==> src/include/interval_timebase_timer_consts.svh <==
`ifndef INTERVAL_TIMEBASE_TIMER_CONSTS_SVH
`define INTERVAL_TIMEBASE_TIMER_CONSTS_SVH

// ----------------------------------------
// register byte addresses
// ----------------------------------------
`define MODE_ADDR 12'hb0
`define COUNT_ADDR 12'hb4
`define STATUS_ADDR 12'hb8
`define MASK_ADDR 12'hbc

// ----------------------------------------
// mode register layout and reset
// ----------------------------------------
`define MODE_RESET 8'h10
`define MODE_RSVD_BIT 4
`define MODE_TB_BIT 3
`define MODE_SEL_MSB 2
`define OVF_BIT 0

// ----------------------------------------
// system prescaler taps, in pclk cycles
// ----------------------------------------
`define SYS_DIV0 8192
`define SYS_DIV1 4096
`define SYS_DIV2 2048
`define SYS_DIV3 512
`define SYS_DIV4 256
`define SYS_DIV5 128
`define SYS_DIV6 32
`define SYS_DIV7 8
`define SYS_PS_W 13

// ----------------------------------------
// time-base periods in microseconds
// ----------------------------------------
`define WATCH_HZ 32768
`define TB_PERIOD0_US 1000000
`define TB_PERIOD1_US 500000
`define TB_PERIOD2_US 250000
`define TB_PERIOD3_US 31250
`define WATCH_PS_W 15

`endif

==> src/include/interval_timebase_timer_pkg.sv <==
package interval_timebase_timer_pkg;

	// mode register contents, reserved bit 4 left out
	typedef struct packed {
		logic [2:0] upper;
		logic timebase_mode_bit;
		logic source_select_bit2;
		logic source_select_bit1;
		logic source_select_bit0;
	} mode_s;

	typedef logic [7:0] count_t;

endpackage
==> src/core/interval_timebase_timer.sv <==
`timescale 1ns/10ps
`include "interval_timebase_timer_consts.svh"
// Function
// - mode bit 0: count system prescaler taps /8192,/4096,/2048,/512,/256,/128,/32,/8
// - mode bit 1, select bit2 0: code 000 counts watch prescaler at 1 s
// - time-base codes 001, 010, 011 give 0.5 s, 0.25 s, 0.03125 s
// - mode bit and select bit2 both 1: watch prescaler and counter held reset
module interval_timebase_timer
	import interval_timebase_timer_pkg::*;
(
	input wire logic pclk, // system clock
	input wire logic presetn, // async reset, active low
	input wire logic psel, // apb select
	input wire logic penable, // apb access phase
	input wire logic pwrite, // apb direction
	input wire logic [11:0] paddr, // apb byte address
	input wire logic [31:0] pwdata, // apb write data
	output logic [31:0] prdata, // apb read data
	output logic pready, // apb ready
	output logic pslverr, // apb error on unmapped address
	input wire logic watch_clk, // watch subclock pin
	output logic irq // level interrupt
);

	// ----------------------------------------
	// derived tap masks
	// ----------------------------------------
	localparam logic [12:0] SYS_M0 = 13'(`SYS_DIV0 - 1);
	localparam logic [12:0] SYS_M1 = 13'(`SYS_DIV1 - 1);
	localparam logic [12:0] SYS_M2 = 13'(`SYS_DIV2 - 1);
	localparam logic [12:0] SYS_M3 = 13'(`SYS_DIV3 - 1);
	localparam logic [12:0] SYS_M4 = 13'(`SYS_DIV4 - 1);
	localparam logic [12:0] SYS_M5 = 13'(`SYS_DIV5 - 1);
	localparam logic [12:0] SYS_M6 = 13'(`SYS_DIV6 - 1);
	localparam logic [12:0] SYS_M7 = 13'(`SYS_DIV7 - 1);
	localparam logic [14:0] TB_M0 =
		15'((64'(`TB_PERIOD0_US) * 64'(`WATCH_HZ)) / 64'd1000000 - 64'd1);
	localparam logic [14:0] TB_M1 =
		15'((64'(`TB_PERIOD1_US) * 64'(`WATCH_HZ)) / 64'd1000000 - 64'd1);
	localparam logic [14:0] TB_M2 =
		15'((64'(`TB_PERIOD2_US) * 64'(`WATCH_HZ)) / 64'd1000000 - 64'd1);
	localparam logic [14:0] TB_M3 =
		15'((64'(`TB_PERIOD3_US) * 64'(`WATCH_HZ)) / 64'd1000000 - 64'd1);
	localparam logic [7:0] MODE_RST = `MODE_RESET;

	// ----------------------------------------
	// state
	// ----------------------------------------
	mode_s mode_q;
	count_t count_q;
	count_t count_d;
	logic status_q;
	logic mask_q;
	logic irq_q;
	logic [`SYS_PS_W-1:0] sys_ps_q;
	logic [`WATCH_PS_W-1:0] watch_ps_q;
	logic ws1_q;
	logic ws2_q;
	logic ws3_q;
	logic watch_rise;
	logic hold_w;
	logic tick_w;
	logic ovf_w;
	logic [31:0] prdata_q;
	logic pready_q;
	logic pslverr_q;
	logic setup_w;
	logic wr_w;
	logic [31:0] rd_w;
	logic hit_w;

	assign setup_w = psel & ~penable;
	assign wr_w = psel & penable & pready_q & pwrite;

	// ----------------------------------------
	// apb slave: one wait-free access phase
	// ----------------------------------------
	always_comb begin
		rd_w = 32'h0000_0000;
		hit_w = 1'b1;
		unique case (paddr)
			`MODE_ADDR: rd_w = {24'h00_0000, mode_q[6:4], 1'b1, mode_q[3:0]};
			`COUNT_ADDR: rd_w = {24'h00_0000, count_q};
			`STATUS_ADDR: rd_w = {31'h0000_0000, status_q};
			`MASK_ADDR: rd_w = {31'h0000_0000, mask_q};
			default: hit_w = 1'b0;
		endcase
	end

	always_ff @(posedge pclk or negedge presetn) begin
		if (!presetn) begin
			pready_q <= 1'b0;
			prdata_q <= 32'h0000_0000;
			pslverr_q <= 1'b0;
		end else begin
			pready_q <= setup_w;
			if (setup_w) begin
				prdata_q <= pwrite ? 32'h0000_0000 : rd_w;
				pslverr_q <= ~hit_w;
			end else begin
				pslverr_q <= 1'b0;
			end
		end
	end

	// ----------------------------------------
	// mode and mask registers
	// ----------------------------------------
	always_ff @(posedge pclk or negedge presetn) begin
		if (!presetn) begin
			mode_q <= mode_s'({MODE_RST[7:5], MODE_RST[3:0]});
			mask_q <= 1'b0;
		end else if (wr_w) begin
			if (paddr == `MODE_ADDR) begin
				mode_q <= mode_s'({pwdata[7:5], pwdata[3:0]});
			end
			if (paddr == `MASK_ADDR) begin
				mask_q <= pwdata[`OVF_BIT];
			end
		end
	end

	// ----------------------------------------
	// watch pin synchroniser and edge
	// ----------------------------------------
	always_ff @(posedge pclk or negedge presetn) begin
		if (!presetn) begin
			ws1_q <= 1'b0;
			ws2_q <= 1'b0;
			ws3_q <= 1'b0;
		end else begin
			ws1_q <= watch_clk;
			ws2_q <= ws1_q;
			ws3_q <= ws2_q;
		end
	end

	assign watch_rise = ws2_q & ~ws3_q;
	assign hold_w = mode_q.timebase_mode_bit & mode_q.source_select_bit2;

	// ----------------------------------------
	// prescalers
	// ----------------------------------------
	always_ff @(posedge pclk or negedge presetn) begin
		if (!presetn) begin
			sys_ps_q <= '0;
		end else begin
			sys_ps_q <= sys_ps_q + 13'h0001;
		end
	end

	always_ff @(posedge pclk or negedge presetn) begin
		if (!presetn) begin
			watch_ps_q <= '0;
		end else if (hold_w) begin
			watch_ps_q <= '0;
		end else if (watch_rise) begin
			watch_ps_q <= watch_ps_q + 15'h0001;
		end
	end

	// ----------------------------------------
	// source tick select
	// ----------------------------------------
	always_comb begin
		tick_w = 1'b0;
		if (!mode_q.timebase_mode_bit) begin
			unique case ({mode_q.source_select_bit2, mode_q.source_select_bit1,
				mode_q.source_select_bit0})
				3'h0: tick_w = (sys_ps_q & SYS_M0) == SYS_M0;
				3'h1: tick_w = (sys_ps_q & SYS_M1) == SYS_M1;
				3'h2: tick_w = (sys_ps_q & SYS_M2) == SYS_M2;
				3'h3: tick_w = (sys_ps_q & SYS_M3) == SYS_M3;
				3'h4: tick_w = (sys_ps_q & SYS_M4) == SYS_M4;
				3'h5: tick_w = (sys_ps_q & SYS_M5) == SYS_M5;
				3'h6: tick_w = (sys_ps_q & SYS_M6) == SYS_M6;
				3'h7: tick_w = (sys_ps_q & SYS_M7) == SYS_M7;
			endcase
		end else if (!mode_q.source_select_bit2) begin
			unique case ({mode_q.source_select_bit1, mode_q.source_select_bit0})
				2'h0: tick_w = watch_rise && (watch_ps_q & TB_M0) == TB_M0;
				2'h1: tick_w = watch_rise && (watch_ps_q & TB_M1) == TB_M1;
				2'h2: tick_w = watch_rise && (watch_ps_q & TB_M2) == TB_M2;
				2'h3: tick_w = watch_rise && (watch_ps_q & TB_M3) == TB_M3;
			endcase
		end
	end

	// ----------------------------------------
	// counter and overflow
	// ----------------------------------------
	assign ovf_w = ~hold_w & tick_w & (count_q == 8'hff);

	always_comb begin
		count_d = count_q;
		if (hold_w) begin
			count_d = 8'h00;
		end else if (tick_w) begin
			count_d = count_q + 8'h01;
		end
	end

	always_ff @(posedge pclk or negedge presetn) begin
		if (!presetn) begin
			count_q <= 8'h00;
		end else begin
			count_q <= count_d;
		end
	end

	// set wins over a write-one clear in the same cycle
	always_ff @(posedge pclk or negedge presetn) begin
		if (!presetn) begin
			status_q <= 1'b0;
		end else if (ovf_w) begin
			status_q <= 1'b1;
		end else if (wr_w && paddr == `STATUS_ADDR && pwdata[`OVF_BIT]) begin
			status_q <= 1'b0;
		end
	end

	always_ff @(posedge pclk or negedge presetn) begin
		if (!presetn) begin
			irq_q <= 1'b0;
		end else begin
			irq_q <= status_q & mask_q;
		end
	end

	assign prdata = prdata_q;
	assign pready = pready_q;
	assign pslverr = pslverr_q;
	assign irq = irq_q;
endmodule

==> config.mk <==
export PLATFORM = sky130hd
export DESIGN_NAME = interval_timebase_timer
export DESIGN_NICKNAME = d
export VERILOG_FILES = /design/src/include/interval_timebase_timer_pkg.sv /design/src/core/interval_timebase_timer.sv
export VERILOG_INCLUDE_DIRS = /design/src /design/src/include
export SDC_FILE = /design/constraint.sdc
export NUM_CORES = 1
export LEC_CHECK = 0
export BUFFER_PORTS_ARGS = -buffer_cell sky130_fd_sc_hd__buf_2
export CAP_MARGIN = 25
export CORE_MARGIN = 1.5
export CORE_UTILIZATION = 50
export DETAILED_ROUTE_END_ITERATION = 8
export PLACE_DENSITY = 0.77
export SLEW_MARGIN = 15
export SYNTH_ARGS = -nofsm -noshare
export SYNTH_HDL_FRONTEND = slang
export SYNTH_SLANG_ARGS = --single-unit
==> constraint.sdc <==
create_clock -name pclk -period 4.7 [get_ports pclk]
set_input_delay 1.41 -clock pclk [delete_from_list [all_inputs] [get_ports pclk]]
set_output_delay 1.41 -clock pclk [all_outputs]
set_load 0.1 [all_outputs]
==> qor.csv <==
stage;metric;value;unit
yosys;asyncSetResetFlopFracSynth;1.00;
placement;port_buffers;35;
route;drt-initial-drc-count;67;
sta;rsz0062_at_grt;false;
critical_path;cp_num_buf_inv;1;
floorplan;chipHeight;80.7;um
critical_path;ff2ff_path_depth;10;
critical_path;worstReg2RegEnd;count_q[4];
yosys;netlist.area_leader.share;0.489;
power;powerDensity;345;mW/mm2
grt;antenna_violations_before_repair;0;
floorplan;num_io_pins;85;
cts;number_of_buffers_inserted_to_repair_setup_after_cts;0;
job;maxCapViolations;0;
yosys;ys_seq_elements;59;
route;drtAntennaViolNets;0;
cts;path_clk_slew;0.07;ns
grt;grt_pass1_vias;2028;
critical_path;critPathRequiredTime;3.29;ns
cts;cts_tree;built;
yosys;postSynthCellCount;292;
critical_path;r2r_slack;2.28;ns
worst_hold_path;worst_hold_path.endpoint;ws2_q;
grt;grt-ovfl-total;0;
yosys;synth_sequential_area_ratio;0.489;
sta;finalWorstPathRequiredPeriod;2.53;ns
sta;tightest_slew;0.598;ns
critical_path;reg2reg_from;sys_ps_q[0];
sta;max_clock_freq;396;MHz
placement;preCtsSetupSlack;1.88;ns
floorplan;dieArea;0.00651;mm2
floorplan;start_util;0.513;
sta;worst_clock_skew;0.00972;ns
yosys;synthTopCellsByCount;sky130_fd_sc_hd__dfrtp_1, sky130_fd_sc_hd__nand2_1, sky130_fd_sc_hd__nor2_1;
power;p_total;0.00117;W
sta;final_critical_path_setup_slack;2.17;ns
critical_path;critical_path.slowest_cell;sky130_fd_sc_hd__buf_2;
sta;final_report_max_slew_violation_count;0;
cells_and_area;design_area;0.00339;mm2
route;route.vias.total;2115;
yosys;synthDistinctLibCells;47;
route;dr.pass1.iters;4;
cells_and_area;area.growth.synth_to_final;12.4;%
critical_path;timing.critical_path.to_type;primary output;
route;post-route-drc-count;0;
critical_path;worstSetupPathType;reg -> out;
sta;aggregate_negative_setup_slack;0;ns
route;postRouteWirelength;5110;um
yosys;netlist_area;0.00302;mm2
cells_and_area;final_util;0.576;
critical_path;timing.critical_path.arrival;1.12;ns
critical_path;path_cells;buf_2;
yosys;synth.area.top_cells;sky130_fd_sc_hd__dfrtp_1, sky130_fd_sc_hd__buf_4, sky130_fd_sc_hd__mux2i_1;
sta;maxSlewHeadroom;0.601;
sta;fin_crit_sh;0.538;
yosys;avgSynthCellArea;10.3;um2
critical_path;worst_setup_path_start_kind;register;
cts;cts_max_level;3;
power;power.leakage;1.65;nW
floorplan;area_of_the_core;0.00589;mm2
cells_and_area;layout-drive-gt1-share;0.208;
cts;cts.root.buffer_cell;sky130_fd_sc_hd__clkbuf_8;
critical_path;critical_path.max_stage_delay;0.43;ns
grt;grt_start_max_net_pins;45;
placement;dpl.hpwl;3680;um
power;vdd.ir_drop.worst;244;uV
cts;numClockSinks;59;
critical_path;critical_path.top_delay_family;buffers and inverters;
cts;clock_latency;0.34;ns
route;via_density_per_instance;5.13;
cts;post_cts_resized;0;
grt;groute.usage.overall;0.178;
status;outcome;finished, final reports clean;
grt;first_pass_grt_wire_length;8760;um
worst_hold_path;worstHoldPathCells;0;
route;route.detailed.wl_per_inst;12.4;um
cts;cts_stage_hold_buffer_count;0;
cells_and_area;num-nets-final;388;
sta;report.final.setup_viol;0;
worst_hold_path;worst_hold_path_type;reg -> reg;
yosys;yosysTopAreaCell;sky130_fd_sc_hd__dfrtp_1;
cells_and_area;antenna_cells_inserted;0;
cts;ctsLongestPathBuffers;2;
worst_hold_path;timing.hold.worst.start;ws1_q;
placement;dpl-instance-area;0.00317;mm2
yosys;synth_enable_flop_cells;0;
placement;finalWeightedCongestion;0.774;
floorplan;fp-row-count;28;
yosys;ys.warnings.count;0;
sta;timing.final.hold_violations;0;
cts;cts_buffers;9;
yosys;dominantRegCellSynth;sky130_fd_sc_hd__dfrtp_1;
floorplan;die_w;80.7;um
critical_path;path_max_fanout;2;
yosys;yosysMostFrequentCell;sky130_fd_sc_hd__dfrtp_1;
state kept, by name, indices dropped and copies added (netlist names):
name        count
count_q         8
irq             1
mask_q          1
mode_q          7
prdata          8
pready          1
pslverr         1
status_q        1
sys_ps_q       13
watch_ps_q     15
ws1_q           1
ws2_q           1
ws3_q           1
layer usage:
layer | global-route usage | routed length (um)
met5 | 0 | 0
met4 | 0.0466 | 50
met3 | 0.0693 | 328
met2 | 0.310 | 2490
met1 | 0.203 | 2250
cells by family (layout without fill, tap and decap cells):
kind of cell | count (synthesis) | after routing | synth area share
AND/OR/NAND/NOR | 112 | 112 | 0.192
flip-flops | 59 | 59 | 0.489
buffers and inverters | 39 | 61 | 0.0788
AO/OA/AOI/OAI | 35 | 35 | 0.0825
XOR/XNOR | 20 | 20 | 0.0581
multiplexers | 20 | 20 | 0.0730
adder cells (fa/ha/maj) | 6 | 6 | 0.0249
other | 1 | 24 | 0.00124
how the worst max path moves through the flow:
stage / start / end / depth (start not counted)
floorplan: paddr[1] / mode_q[1] / 4
global placement: paddr[1] / mode_q[5] / 5
detailed placement: paddr[1] / mode_q[5] / 5
CTS: prdata[0] / prdata[0] / 1
global route: sys_ps_q[0] / count_q[4] / 10
finish: prdata[2] / prdata[2] / 1
report_power, final:
part | internal (W) | switching, W
Sequential | 0.000532 | 0.0000253
Combinational | 0.0000368 | 0.000129
Clock | 0.000242 | 0.000204
layout by cell type (no fill, tap or decap), drive strengths merged, types with 8 or more instances in the layout:
cell	instances
inv	8
dfrtp	59
nand3	12
clkbuf	9
nand4	13
o21ai	16
mux2i	13
conb	24
nor2	27
xnor2	9
nand2	33
buf	37
xor2	11
layout make-up:
type	instances	area [um2]
Fill cell	530	2490
Sequential cell	59	1480
Multi-Input combinational cell	217	1390
Timing Repair Buffer	37	210
Clock buffer	9	124
Tap cell	75	93.8
Clock inverter	7	68.8
Inverter	8	30.0
through the flow:
| step | hold WS [ns] | std cells |
|---|---|---|
| final | 0.363 | 412 |
| after CTS | 0.370 | 411 |
| after detailed placement | 0.347 | 395 |
| after global placement | 0.344 | 395 |
| after global routing | 0.373 | 412 |
| after floorplan | 0.331 | 315 |
(Power assumes the default switching activity.)
